<file path="src/fcc_pkg.sv">
package fcc_pkg;

  // ==========================================================================
  // register map (byte addresses on the bus)
  // ==========================================================================
  localparam logic [7:0] OFF_DIV  = 8'h00;
  localparam logic [7:0] OFF_OPT  = 8'h04;
  localparam logic [7:0] OFF_CFG  = 8'h08;
  localparam logic [7:0] OFF_STAT = 8'h0c;
  // eight key locations, one word each, 0x20..0x3c
  localparam logic [2:0] KEY_PAGE = 3'h1;
  localparam int unsigned KEY_BYTES = 8;

  // ==========================================================================
  // field layout and reset values
  // ==========================================================================
  localparam int unsigned DIV_LOADED_BIT   = 7;
  localparam int unsigned DIV_PRESCALE_BIT = 6;
  localparam int unsigned DIV_FIELD_W      = 6;
  localparam logic [7:0]  DIV_RESET        = 8'h00;
  localparam logic [7:0]  DIV_WR_MASK      = 8'h7f;

  localparam int unsigned OPT_BACKDOOR_BIT = 7;
  localparam int unsigned OPT_REDIR_BIT    = 6;
  localparam logic [1:0]  OPT_HI_RESET     = 2'h0;
  localparam int unsigned SEC_W            = 2;
  localparam logic [1:0]  SEC_UNSECURED    = 2'h2;
  localparam logic [1:0]  SEC_RESET        = 2'h3;

  localparam int unsigned CFG_KEYSEL_BIT   = 5;
  localparam logic [7:0]  CFG_RW_MASK      = 8'he0;
  localparam logic [7:0]  CFG_RESET        = 8'h00;

  localparam int unsigned STAT_ACCERR_BIT  = 0;
  localparam int unsigned STAT_SECURE_BIT  = 1;
  localparam int unsigned STAT_BUSY_BIT    = 2;

  // ==========================================================================
  // timing
  // ==========================================================================
  localparam logic [2:0]  PRE_CNT_MAX      = 3'h7;   // divide by 8
  localparam int unsigned PULSE_W          = 16;
  localparam logic [15:0] PULSE_ONE        = 16'h0001;

  // ==========================================================================
  // carriers
  // ==========================================================================
  typedef struct packed {
    logic       valid;
    logic       write;
    logic       in_range;
    logic       src_secure;
    logic       src_debug;
    logic [7:0] addr;
  } fcc_aphase_t;

  typedef struct packed {
    logic       valid;
    logic [2:0] idx;
    logic [7:0] data;
  } fcc_keywr_t;

  function automatic logic fcc_is_secure(input logic [1:0] code);
    return code != SEC_UNSECURED;
  endfunction

  function automatic logic fcc_key_hit(input logic [7:0] addr);
    return addr[7:5] == KEY_PAGE;
  endfunction

endpackage

</file>
<file path="src/fcc_top.sv">
// Contract
// RULE1: divider bit 7 read-only loaded flag; bits 6:0 writable once after reset.
// RULE2: loaded flag cleared by reset, set by first divider write, any data.
// RULE3: program and erase disabled until the loaded flag is one.
// RULE4: prescale bit one feeds divider with bus clock divided by eight.
// RULE5: divider divides its input by divisor field plus one.
// RULE6: software picks settings giving a flash clock of 150 to 200 kHz.
// RULE7: sequencer times operations in whole flash clock pulses.
// RULE8: options byte copied from nonvolatile storage during reset. The code copies it on the first clock edge after reset is released.
// RULE9: options bits 5:2 read zero; options register ignores all writes.
// RULE10: backdoor disabled means no key unlock and no debug key writes.
// RULE11: with backdoor on, matching eight bytes in order unlocks until reset.
// RULE12: redirect-disable bit one disables vector redirection, zero enables it.
// RULE13: security code 1:0 means unsecured; other three codes mean secure.
// RULE14: while secure, block memory accesses from unsecured sources.
// RULE15: security code becomes 1:0 after key unlock or all-blank check.
// RULE16: config bits 7:5 read and write freely; bits 4:0 read zero.
// RULE17: key-select one makes key writes comparisons, zero makes command starts.
// RULE18: program or erase before divider write raises access error, ignored.
// RULE19: clearing key-select after eight bytes triggers the key comparison.
// RULE20: flash clock is a one-cycle enable pulse per divided period.
`timescale 1ns/1ps
module fcc_top
  import fcc_pkg::*;
(
  // clock and reset
  input  wire logic               hclk,
  input  wire logic               hresetn,
  // ahb-lite slave
  input  wire logic               hsel,
  input  wire logic [31:0]        haddr,
  input  wire logic [1:0]         htrans,
  input  wire logic               hwrite,
  input  wire logic [2:0]         hsize,
  input  wire logic [31:0]        hwdata,
  input  wire logic               hready,
  output logic                    hreadyout,
  output logic                    hresp,
  output logic [31:0]             hrdata,
  // origin of the current bus access, valid with the address phase
  input  wire logic               src_secure_mem,
  input  wire logic               src_background_debug,
  // nonvolatile contents
  input  wire logic [7:0]         options_nonvolatile_byte,
  input  wire logic [63:0]        stored_backdoor_key,
  // command start from key-location writes
  output logic                    cmd_start,
  output logic [2:0]              cmd_start_idx,
  output logic [7:0]              cmd_start_data,
  // program and erase sequencer
  input  wire logic               pe_request,
  input  wire logic [PULSE_W-1:0] pe_pulses,
  output logic                    pe_busy,
  output logic                    pe_done,
  output logic                    pe_enabled,
  input  wire logic               blank_check_erased,
  // memory guard
  input  wire logic               mem_access_unsecured_src,
  output logic                    mem_access_block,
  // status
  output logic                    flash_timing_clock,
  output logic                    access_error_flag,
  output logic                    device_secure,
  output logic                    redirect_enable
);

  // ==========================================================================
  // state
  // ==========================================================================
  fcc_aphase_t          aph_r;
  fcc_aphase_t          aph_nxt;
  logic [7:0]           div_r;
  logic [7:0]           div_nxt;
  logic [1:0]           opt_hi_r;
  logic [1:0]           opt_hi_nxt;
  logic [SEC_W-1:0]     sec_r;
  logic [SEC_W-1:0]     sec_nxt;
  logic                 opt_pend_r;
  logic [7:0]           cfg_r;
  logic [7:0]           cfg_nxt;
  logic                 accerr_r;
  logic                 accerr_nxt;
  logic                 busy_r;
  logic                 busy_nxt;
  logic [PULSE_W-1:0]   pcnt_r;
  logic [PULSE_W-1:0]   pcnt_nxt;
  logic                 done_r;
  logic                 cmd_r;
  logic [2:0]           cmd_idx_r;
  logic [7:0]           cmd_data_r;
  logic [31:0]          rdata_r;
  logic [31:0]          rdata_nxt;

  wire                  ap_take;
  wire                  wr_en;
  wire [7:0]            wdat;
  wire                  wr_div;
  wire                  wr_cfg;
  wire                  wr_stat;
  wire                  wr_key;
  wire                  loaded;
  wire                  keysel;
  wire                  key_enable;
  wire                  key_open;
  wire                  key_close;
  wire                  cmd_go;
  wire                  cmd_reject;
  wire                  pe_accept;
  wire                  pe_reject;
  wire                  pe_last;
  wire                  unlock;
  wire                  flash_tick;
  wire                  accerr_set;
  wire [7:0]            opt_view;
  wire [7:0]            stat_view;
  wire [7:0]            rd_byte;
  fcc_keywr_t           key_wr;

  // ==========================================================================
  // bus address and data phase
  // ==========================================================================
  assign ap_take            = hsel & htrans[1] & hready;
  assign aph_nxt.valid      = ap_take;
  assign aph_nxt.write      = hwrite;
  assign aph_nxt.in_range   = haddr[31:8] == 24'h000000;
  assign aph_nxt.src_secure = src_secure_mem;
  assign aph_nxt.src_debug  = src_background_debug;
  assign aph_nxt.addr       = haddr[7:0];

  assign wr_en   = aph_r.valid & aph_r.write & aph_r.in_range;
  assign wdat    = hwdata[7:0];
  assign wr_div  = wr_en & (aph_r.addr == OFF_DIV);
  assign wr_cfg  = wr_en & (aph_r.addr == OFF_CFG);
  assign wr_stat = wr_en & (aph_r.addr == OFF_STAT);
  assign wr_key  = wr_en & fcc_key_hit(aph_r.addr) & (aph_r.addr[1:0] == 2'h0);

  // zero wait states, always okay
  assign hreadyout = 1'b1;
  assign hresp     = 1'b0;
  assign hrdata    = rdata_r;

  // ==========================================================================
  // divider register
  // ==========================================================================
  assign loaded = div_r[DIV_LOADED_BIT];
  // RULE1: write once, bit 7 not writable
  // RULE2: first write sets the flag
  assign div_nxt = (wr_div & ~loaded) ? ((wdat & DIV_WR_MASK) | (8'h01 << DIV_LOADED_BIT)) : div_r;
  // RULE3: gate program and erase
  assign pe_enabled = loaded;

  fcc_clkgen u_clkgen (
    .hclk              (hclk),
    .hresetn           (hresetn),
    .run               (loaded),
    .prescale_by_eight (div_r[DIV_PRESCALE_BIT]),
    .divisor_field     (div_r[DIV_FIELD_W-1:0]),
    .flash_tick        (flash_tick)
  );
  assign flash_timing_clock = flash_tick;

  // ==========================================================================
  // options and security
  // ==========================================================================
  // RULE8: copy the stored byte on the first edge after reset
  assign opt_hi_nxt = opt_pend_r ? options_nonvolatile_byte[OPT_BACKDOOR_BIT -: 2] : opt_hi_r;
  // RULE15: unlock or blank flash clears security
  assign sec_nxt    = opt_pend_r                   ? options_nonvolatile_byte[SEC_W-1:0] :
                      (unlock | blank_check_erased) ? SEC_UNSECURED : sec_r;
  // RULE9: unused bits zero, no write path
  assign opt_view   = {opt_hi_r, 4'h0, sec_r};
  // RULE13: only 1:0 is unsecured
  assign device_secure   = fcc_is_secure(sec_r);
  // RULE12: redirect-disable bit
  assign redirect_enable = ~opt_hi_r[OPT_REDIR_BIT-6];
  // RULE14: guard secure memory
  assign mem_access_block = fcc_is_secure(sec_r) & mem_access_unsecured_src;

  // ==========================================================================
  // configuration and backdoor key
  // ==========================================================================
  // RULE16: only bits 7:5 are kept
  assign cfg_nxt   = wr_cfg ? (wdat & CFG_RW_MASK) : cfg_r;
  assign keysel    = cfg_r[CFG_KEYSEL_BIT];
  assign key_open  = wr_cfg & ~keysel & wdat[CFG_KEYSEL_BIT];
  // RULE19: falling key-select closes the session
  assign key_close = wr_cfg & keysel & ~wdat[CFG_KEYSEL_BIT];
  // RULE10: backdoor only for secure code, never debug
  assign key_enable = opt_hi_r[OPT_BACKDOOR_BIT-6] & aph_r.src_secure & ~aph_r.src_debug;

  // RULE17: key-select steers key location writes
  assign key_wr.valid = wr_key & keysel;
  assign key_wr.idx   = aph_r.addr[4:2];
  assign key_wr.data  = wdat;
  assign cmd_go       = wr_key & ~keysel & loaded;
  // RULE18: command start before divider write is refused
  assign cmd_reject   = wr_key & ~keysel & ~loaded;

  fcc_keycmp u_keycmp (
    .hclk                (hclk),
    .hresetn             (hresetn),
    .open                (key_open),
    .close               (key_close),
    .enable              (key_enable),
    .key_wr              (key_wr),
    .stored_backdoor_key (stored_backdoor_key),
    .unlock              (unlock)
  );

  assign cmd_start      = cmd_r;
  assign cmd_start_idx  = cmd_idx_r;
  assign cmd_start_data = cmd_data_r;

  // ==========================================================================
  // program and erase sequencer
  // ==========================================================================
  assign pe_accept = pe_request & loaded & ~busy_r;
  // RULE18: refused before divider write
  assign pe_reject = pe_request & ~loaded;
  // RULE7: count whole flash clock pulses
  assign pe_last   = busy_r & flash_tick & (pcnt_r <= PULSE_ONE);
  assign busy_nxt  = pe_accept | (busy_r & ~pe_last);
  assign pcnt_nxt  = pe_accept                ? ((pe_pulses == '0) ? PULSE_ONE : pe_pulses) :
                     (busy_r & flash_tick)    ? PULSE_W'(pcnt_r - PULSE_ONE) : pcnt_r;
  assign pe_busy   = busy_r;
  assign pe_done   = done_r;

  // ==========================================================================
  // status register
  // ==========================================================================
  assign accerr_set = pe_reject | cmd_reject;
  // new error wins over a write-one clear in the same cycle
  assign accerr_nxt = accerr_set | (accerr_r & ~(wr_stat & wdat[STAT_ACCERR_BIT]));
  assign access_error_flag = accerr_r;
  assign stat_view = (8'(accerr_r) << STAT_ACCERR_BIT)
                   | (8'(device_secure) << STAT_SECURE_BIT)
                   | (8'(busy_r) << STAT_BUSY_BIT);

  // ==========================================================================
  // read mux
  // ==========================================================================
  // next-state divider and config values so a read right after a write sees the new contents
  assign rd_byte = ~aph_nxt.in_range      ? 8'h00 :
                   (haddr[7:0] == OFF_DIV)  ? div_nxt :
                   (haddr[7:0] == OFF_OPT)  ? opt_view :
                   (haddr[7:0] == OFF_CFG)  ? cfg_nxt :
                   (haddr[7:0] == OFF_STAT) ? stat_view : 8'h00;
  assign rdata_nxt = (ap_take & ~hwrite) ? {24'h000000, rd_byte} : 32'h00000000;

  // ==========================================================================
  // registers
  // ==========================================================================
  always_ff @(posedge hclk or negedge hresetn) begin
    if (!hresetn) begin
      aph_r      <= '0;
      div_r      <= DIV_RESET;
      opt_hi_r   <= OPT_HI_RESET;
      sec_r      <= SEC_RESET;
      opt_pend_r <= 1'b1;
      cfg_r      <= CFG_RESET;
      accerr_r   <= 1'b0;
      busy_r     <= 1'b0;
      pcnt_r     <= '0;
      done_r     <= 1'b0;
      cmd_r      <= 1'b0;
      cmd_idx_r  <= 3'h0;
      cmd_data_r <= 8'h00;
      rdata_r    <= 32'h00000000;
    end else begin
      aph_r      <= aph_nxt;
      div_r      <= div_nxt;
      opt_hi_r   <= opt_hi_nxt;
      sec_r      <= sec_nxt;
      opt_pend_r <= 1'b0;
      cfg_r      <= cfg_nxt;
      accerr_r   <= accerr_nxt;
      busy_r     <= busy_nxt;
      pcnt_r     <= pcnt_nxt;
      done_r     <= pe_last;
      cmd_r      <= cmd_go;
      cmd_idx_r  <= cmd_go ? key_wr.idx : cmd_idx_r;
      cmd_data_r <= cmd_go ? wdat : cmd_data_r;
      rdata_r    <= rdata_nxt;
    end
  end

endmodule // fcc_top

</file>
<file path="src/fcc_clkgen.sv">
`timescale 1ns/1ps
module fcc_clkgen
  import fcc_pkg::*;
(
  // clock and reset
  input  wire logic                   hclk,
  input  wire logic                   hresetn,
  // divider setting
  input  wire logic                   run,
  input  wire logic                   prescale_by_eight,
  input  wire logic [DIV_FIELD_W-1:0] divisor_field,
  // flash timing tick
  output logic                        flash_tick
);

  logic [2:0]             pre_cnt_r;
  logic [2:0]             pre_cnt_nxt;
  logic [DIV_FIELD_W-1:0] div_cnt_r;
  logic [DIV_FIELD_W-1:0] div_cnt_nxt;
  logic                   tick_r;
  logic                   tick_nxt;
  wire                    pre_tick;
  wire                    div_wrap;

  // ==========================================================================
  // prescaler and divider
  // ==========================================================================
  // RULE4: optional divide by eight
  assign pre_tick    = run & (~prescale_by_eight | (pre_cnt_r == PRE_CNT_MAX));
  assign pre_cnt_nxt = (run & prescale_by_eight) ? 3'(pre_cnt_r + 3'h1) : 3'h0;
  // RULE5: divide by field plus one
  assign div_wrap    = pre_tick & (div_cnt_r == divisor_field);
  assign div_cnt_nxt = ~run     ? '0 :
                       div_wrap ? '0 :
                       pre_tick ? DIV_FIELD_W'(div_cnt_r + 1'b1) : div_cnt_r;
  // RULE20: one-cycle enable, not a clock
  assign tick_nxt    = div_wrap;
  assign flash_tick  = tick_r;

  always_ff @(posedge hclk or negedge hresetn) begin
    if (!hresetn) begin
      pre_cnt_r <= 3'h0;
      div_cnt_r <= '0;
      tick_r    <= 1'b0;
    end else begin
      pre_cnt_r <= pre_cnt_nxt;
      div_cnt_r <= div_cnt_nxt;
      tick_r    <= tick_nxt;
    end
  end

endmodule // fcc_clkgen

</file>
<file path="src/fcc_keycmp.sv">
`timescale 1ns/1ps
module fcc_keycmp
  import fcc_pkg::*;
(
  // clock and reset
  input  wire logic        hclk,
  input  wire logic        hresetn,
  // session control
  input  wire logic        open,
  input  wire logic        close,
  input  wire logic        enable,
  input  wire fcc_keywr_t  key_wr,
  input  wire logic [63:0] stored_backdoor_key,
  // result
  output logic             unlock
);

  logic [3:0] next_idx_r;
  logic [3:0] next_idx_nxt;
  logic       ok_r;
  logic       ok_nxt;
  logic       unlock_r;
  wire  [7:0] expect_byte;
  wire        good;
  wire        all_in;

  // ==========================================================================
  // ordered comparison
  // ==========================================================================
  assign expect_byte = stored_backdoor_key[8*key_wr.idx +: 8];
  assign all_in      = next_idx_r == 4'(KEY_BYTES);
  // RULE11: ascending order, byte for byte
  assign good        = ~all_in & (key_wr.idx == next_idx_r[2:0]) & (key_wr.data == expect_byte);
  assign next_idx_nxt = open                           ? 4'h0 :
                        (key_wr.valid & enable & good) ? 4'(next_idx_r + 4'h1) : next_idx_r;
  assign ok_nxt      = open ? 1'b1 : (ok_r & ~(key_wr.valid & enable & ~good));
  assign unlock      = unlock_r;

  always_ff @(posedge hclk or negedge hresetn) begin
    if (!hresetn) begin
      next_idx_r <= 4'h0;
      ok_r       <= 1'b0;
      unlock_r   <= 1'b0;
    end else begin
      next_idx_r <= next_idx_nxt;
      ok_r       <= ok_nxt;
      // RULE19: judge on session close
      unlock_r   <= close & enable & ok_r & all_in;
    end
  end

endmodule // fcc_keycmp

</file>
<file path="config.mk">
export PLATFORM = sky130hd
export DESIGN_NAME = fcc_top
export DESIGN_NICKNAME = d
export VERILOG_FILES = /design/src/fcc_pkg.sv /design/src/fcc_top.sv /design/src/fcc_clkgen.sv /design/src/fcc_keycmp.sv
export SDC_FILE = /design/constraint.sdc
export NUM_CORES = 1
export LEC_CHECK = 0
export ABC_CLOCK_PERIOD_IN_PS = 5300
export BUFFER_PORTS_ARGS = -buffer_cell sky130_fd_sc_hd__buf_2
export CAP_MARGIN = 20
export CORE_MARGIN = 10
export CORE_UTILIZATION = 40
export CTS_BUF_LIST = sky130_fd_sc_hd__clkbuf_16
export CTS_CLUSTER_SIZE = 14
export DETAILED_ROUTE_END_ITERATION = 12
export GPL_TIMING_DRIVEN = 0
export HOLD_SLACK_MARGIN = 0.08
export PLACE_DENSITY = 0.8
export SLEW_MARGIN = 10
export SYNTH_ARGS = -nofsm -noshare
export SYNTH_HDL_FRONTEND = slang
export SYNTH_SLANG_ARGS = --single-unit
</file>
<file path="constraint.sdc">
create_clock -name hclk -period 5.3 [get_ports hclk]
set_input_delay 1.59 -clock hclk [delete_from_list [all_inputs] [get_ports hclk]]
set_output_delay 1.59 -clock hclk [all_outputs]
set_load 0.01 [all_outputs]
</file>
==> Word level (Yosys, flattened, before mapping) <==
Cells that the tools add are included.
{ "op_classes": {"addsub": 4, "n_mul": 0, "n_div": 0, "magnitude_cmp": 1, "eq_ne": 13, "shifts": 1, "mux": 20, "bitwise_logic": 62, "n_reduce_logical": 8} }
{ "ops": {"columns": ["operator", "count"], "rows": [
  ["64-bit by 7-bit indexed part select with 8-bit output", 1],
  ["8-bit 2-to-1 mux", 7],
  ["16-bit 2-to-1 mux", 3],
  ["1-bit bitwise AND", 42],
  ["8-bit by 4-bit equality test with 1-bit output, second input constant", 4],
  ["24-bit logical NOT", 1],
  ["6-bit 2-to-1 mux", 3],
  ["16-bit by 1-bit <= comparator with 1-bit output, second input constant", 1],
  ["16-bit logical NOT", 1],
  ["8-bit logical NOT", 2],
  ["16-bit by 1-bit subtractor with 16-bit output, second input constant", 1],
  ["1-bit NOT", 13],
  ["8-bit by 3-bit equality test with 1-bit output, second input constant", 1],
  ["8-bit equality test", 1],
  ["4-bit 2-to-1 mux", 2],
  ["6-bit by 1-bit adder with 6-bit output, second input constant", 1],
  ["6-bit equality test", 1],
  ["3-bit 2-to-1 mux", 2],
  ["2-bit nonzero test", 3],
  ["1-bit OR", 5],
  ["4-bit by 1-bit adder with 4-bit output, second input constant", 1],
  ["4-bit equality test, second input constant", 1],
  ["2-bit 2-to-1 mux", 2],
  ["3-bit by 1-bit adder with 3-bit output, second input constant", 1],
  ["9 further kinds", 9]
]} }
{ "word_totals": {"ff_bits": 113, "latchBits": 0, "ramBits": 0, "mem_bits_ro": 0, "inputBits": 167, "word_cells": 134, "n_memories": 0} }

==> Longest topological paths before layout <==
{ "logic_depth": {"word_depth": 10, "mapped_depth": 10, "mapped_depth_nobuf": 8} }

==> By module <==
From an unflattened synthesis, not the netlist that was laid out.
{ "hier_totals": {"cells_unflattened": 460, "hier_area_um2": 4961.0} }
{ "by_module_without_submodules": {"columns": ["mod", "instances", "cells_per_inst", "area_per_inst_um2"], "rows": [
  ["fcc_top", 1, 314, 3387.0],
  ["fcc_keycmp", 1, 94, 1032.2],
  ["fcc_clkgen", 1, 52, 541.8]
]} }

==> Least setup slack after synthesis <==
No wires, ideal clock.
{ "synth_timing": {"path_kind": "input to register", "startpoint": "input port stored_backdoor_key[31]", "endpoint": "register u_keycmp.next_idx_r[3]", "setup_time_ns": 0.078, "t_arrival_ns": 3.762, "required_ns": 5.222, "path_slack_ns": 1.460, "stages": 8, "path_buffers": 1, "path_cell_list": "mux4_1 mux2i_1 xor2_1 o221ai_1 or4_1 buf_2 or4_1 a21oi_1"} }
{ "synth_via": {"elab_chain_len": 5} }
{ "synth_lines": {"columns": ["item", "line_no", "source"], "rows": [
  ["start: declaration", "fcc_top.sv:45", "input wire logic [63:0] stored_backdoor_key,"],
  ["64-bit by 7-bit indexed part select with 8-bit output", "fcc_keycmp.sv:30", "assign expect_byte = stored_backdoor_key[8*key_wr.idx +: 8];"],
  ["8-bit equality test", "fcc_keycmp.sv:33", "assign good = ~all_in & (key_wr.idx == next_idx_r[2:0]) & (key_wr.data == expect_byte);"],
  ["1-bit bitwise AND", "fcc_keycmp.sv:33", null],
  ["1-bit bitwise AND", "fcc_keycmp.sv:35", "(key_wr.valid & enable & good) ? 4'(next_idx_r + 4'h1) : next_idx_r;"],
  ["2-bit nonzero test (no line)", null, null],
  ["end signal: assignment", "fcc_keycmp.sv:45", "next_idx_r <= next_idx_nxt;"],
  ["end: declaration", "fcc_keycmp.sv:18", "logic [3:0] next_idx_r;"]
]} }
No other way between the ends.
A chain may end at the register's enable or synchronous reset.

==> Worst setup path in the final report <==
Same ends and word-level chain as after synthesis.

==> flow_summary.ini <==
[timing]
setup_violations = 0
fin_skew_ns = 0.01414
worst_pin_slew_ns = 1.001
rsz0062_at_grt = false
period_share_pct = 71.97
slew_headroom_pct = 32.66
finalMaxSlewViolations = 0
tns_ns = 0
hold_viol_final = 0
period_needed_ns = 3.815
max_freq_mhz = 262.1

[cells_and_area]
nets = 876
area_growth_pct = 29.84
drive_above_1_share_pct = 32.53
n_antenna_cell = 0

[synthesis]
synth_seq_cells = 89
ys.flop_type = dfrtp_1
syn_inst = 503
yosys-top-cells-area = dfrtp_1, mux2i_1, nand2_1
yosysSeqAreaShare_pct = 45.79
synth_cell_types = 47
synth_warnings = 0
synth_edf_count = 0
synth.avg_cell_area_um2 = 9.686
syn_area_um2 = 4872
async_flop_share_pct = 100.0
yosysTopAreaCell = dfrtp_1
yosysTopAreaCellShare_pct = 44.17

[hold_path]
min_path_cells = 1
min_path_type = flip-flop to flip-flop
min-delay-start = u_clkgen.pre_cnt_r[0]$_DFF_PN0_
holdPathEnd = u_clkgen.pre_cnt_r[0]$_DFF_PN0_

[critical_path]
end_kind = flip-flop
start_kind = input port
reg2reg_depth = 10
r2r_setup_slack_ns = 2.35
cp.required_ns = 5.56
worst-path-max-fanout = 7
r2r-end = u_keycmp.next_idx_r[3]$_DFFE_PN0P_
cp.arrival_ns = 4.07
r2r-start = aph_r[4]$_DFF_PN0_
crit_type = input port to flip-flop

[die]
dieArea_um2 = 17000
ios = 221
die_y_um = 130.4
fp-row-count = 40
core_area_um2 = 11960
initial_core_util_pct = 40.73
die_w_um = 130.4

[global_route]
grt_pass1_vias = 4391
overflow = 0
grt_max_degree = 50
antenna_found_initial = 0
grt_pass1_wl_um = 21980
grt_usage_pct = 16.47

[detailed_routing]
drc = 0
vias_per_cell = 5.145
drt.antenna.violating_nets = 0
firstDrtPassIters = 5
wl_per_cell_um = 16.56
vias = 4394
wirelength_um = 14140
drt_iter0_drc = 308

[cts]
cts_setup_buffers = 0
path_clk_slew_ns = 0.06
cts_hold_buffers = 0
cts_buffers = 9
cts_sinks = 89
cts_tree = yes
cts.htree.levels = 3
cts_root_buf = clkbuf_16
clk_path_buf_depth = 2
insertion_delay_ns = 0.34
cts_resized = 0

[pwr]
p_seq_share_pct = 43.9
power_switching_uw = 353.3
leakagePower_nw = 3.141
power_report.internal_total_mw = 1.244
p_total_mw = 1.597
ir_drop_uv = 195.9
clkPwrFrac_pct = 44.7
p_comb_share_pct = 11.5
switching_share_pct = 22.12
power_density_nw_per_um2 = 252.5

[placement]
portBuffers = 162
gp_congestion = 0.8637
dp_hpwl_um = 11530

[outcome]
outcome = completed

[flow_run]
cap_viol_max_count = 0
worst max-delay path by stage:
stage	startpoint	to	cells after the start
6_report	stored_backdoor_key[31]	u_keycmp.next_idx_r[3]$_DFFE_PN0P_	9
5_1_grt	stored_backdoor_key[15]	u_keycmp.next_idx_r[3]$_DFFE_PN0P_	9
4_1_cts	stored_backdoor_key[31]	u_keycmp.next_idx_r[3]$_DFFE_PN0P_	9
3_5_place_dp	stored_backdoor_key[31]	u_keycmp.next_idx_r[3]$_DFFE_PN0P_	9
3_3_place_gp	stored_backdoor_key[15]	u_keycmp.next_idx_r[3]$_DFFE_PN0P_	9
2_1_floorplan	stored_backdoor_key[31]	u_keycmp.next_idx_r[3]$_DFFE_PN0P_	8
power groups by stage:
stage | registers, mW | logic, mW | clock network, mW
floorplan | 0.710 | 0.0933 | 0
global placement | 0.713 | 0.176 | 0
detailed placement | 0.713 | 0.182 | 0
CTS | 0.701 | 0.183 | 0.724
global route | 0.702 | 0.202 | 0.753
finish | 0.701 | 0.183 | 0.713
stage by stage:
step / cell area, um^2 / hold WS (ns) / util [%] / std cells / setup slack, ns
floorplan: 4966 / 0.4080 / - / 528 / 1.460
global placement: 5961 / 0.4280 / 49.83 / 837 / 1.213
detailed placement: 5991 / 0.4208 / 50.08 / 838 / 1.170
CTS: 6326 / 0.4423 / 52.89 / 854 / 1.498
global route: 6326 / 0.4660 / 52.89 / 854 / 1.344
finish: 6326 / 0.4410 / 52.89 / 854 / 1.485
cells in the mapped netlist, types with 14 or more instances:
library cell / instances
nor2_1: 41
buf_4: 28
a21oi_1: 25
mux2i_1: 25
nand2_1: 66
nand3_1: 17
dfrtp_1: 86
o21ai_0: 24
inv_1: 16
nor3_1: 14
nor4_1: 20
final cells by class:
type / count / area [um^2]
Clock inverter: 7 / 110.1
Sequential cell: 89 / 2231
Fill cell: 1100 / 5635
Inverter: 17 / 63.81
Multi-Input combinational cell: 381 / 2379
Buffer: 41 / 292.8
Timing Repair Buffer: 163 / 840.8
Tap cell: 147 / 183.9
Clock buffer: 9 / 225.2
layout by cell type (no fill, tap or decap), types with 3 or more instances in the layout:
master and instances:
a21oi_1 25, a22o_1 6, a22oi_1 7, and2_1 9, and3_1 5, buf_2 163
buf_4 29, bufinv_16 3, clkbuf_1 7, clkbuf_16 9, conb_1 27, dfrtp_1 86
dfstp_2 3, ha_1 7, inv_1 18, mux2_2 12, mux2i_1 25, mux4_2 4
nand2_1 66, nand2b_1 7, nand3_1 17, nand4_1 5, nor2_1 41, nor2b_1 5
nor3_1 14, nor4_1 20, o21ai_0 24, o31ai_1 3, or3_1 6, or4_1 4
xnor2_1 11, xor2_1 12
worst max-delay path, cell delays in order:
cell      delay, ns
buf_2          0.11
mux4_1         0.48
mux2i_1        0.18
xor2_1         0.16
o221ai_1       0.17
or4_1          0.53
buf_2          0.18
or4_1          0.50
a21oi_1        0.17
state kept, by name (all words and copies together) (netlist names):
signal	cells
pcnt_r	16
aph_r	13
cfg_r	8
cmd_start_data	8
div_r	8
hrdata	8
u_clkgen.div_cnt_r	6
u_keycmp.next_idx_r	4
cmd_start_idx	3
u_clkgen.pre_cnt_r	3
opt_hi_r	2
sec_r	2
access_error_flag	1
cmd_start	1
opt_pend_r	1
pe_busy	1
pe_done	1
u_clkgen.flash_tick	1
u_keycmp.ok_r	1
u_keycmp.unlock	1
cell families after synthesis:
logic type | count (synthesis) | share of synthesized area [%]
AOI/OAI and AO/OA | 75 | 9.425
xor gates and xnor gates | 23 | 4.135
adders and majority gates | 7 | 1.798
buffers and inverters | 58 | 7.319
DFF | 89 | 45.79
muxes | 43 | 10.84
other | 2 | 0.1541
and+or+nand+nor | 206 | 20.54
metal layers:
layer  up-vias  GRT usage [%]  wire (um)
met2       165          28.18       7230
met4         0          4.709        199
met5         -              0          0
met1      2096          20.14       5768
li1       2120              -          -
met3        13          4.057        941
No activity file was read; power rests on OpenSTA's default activity.
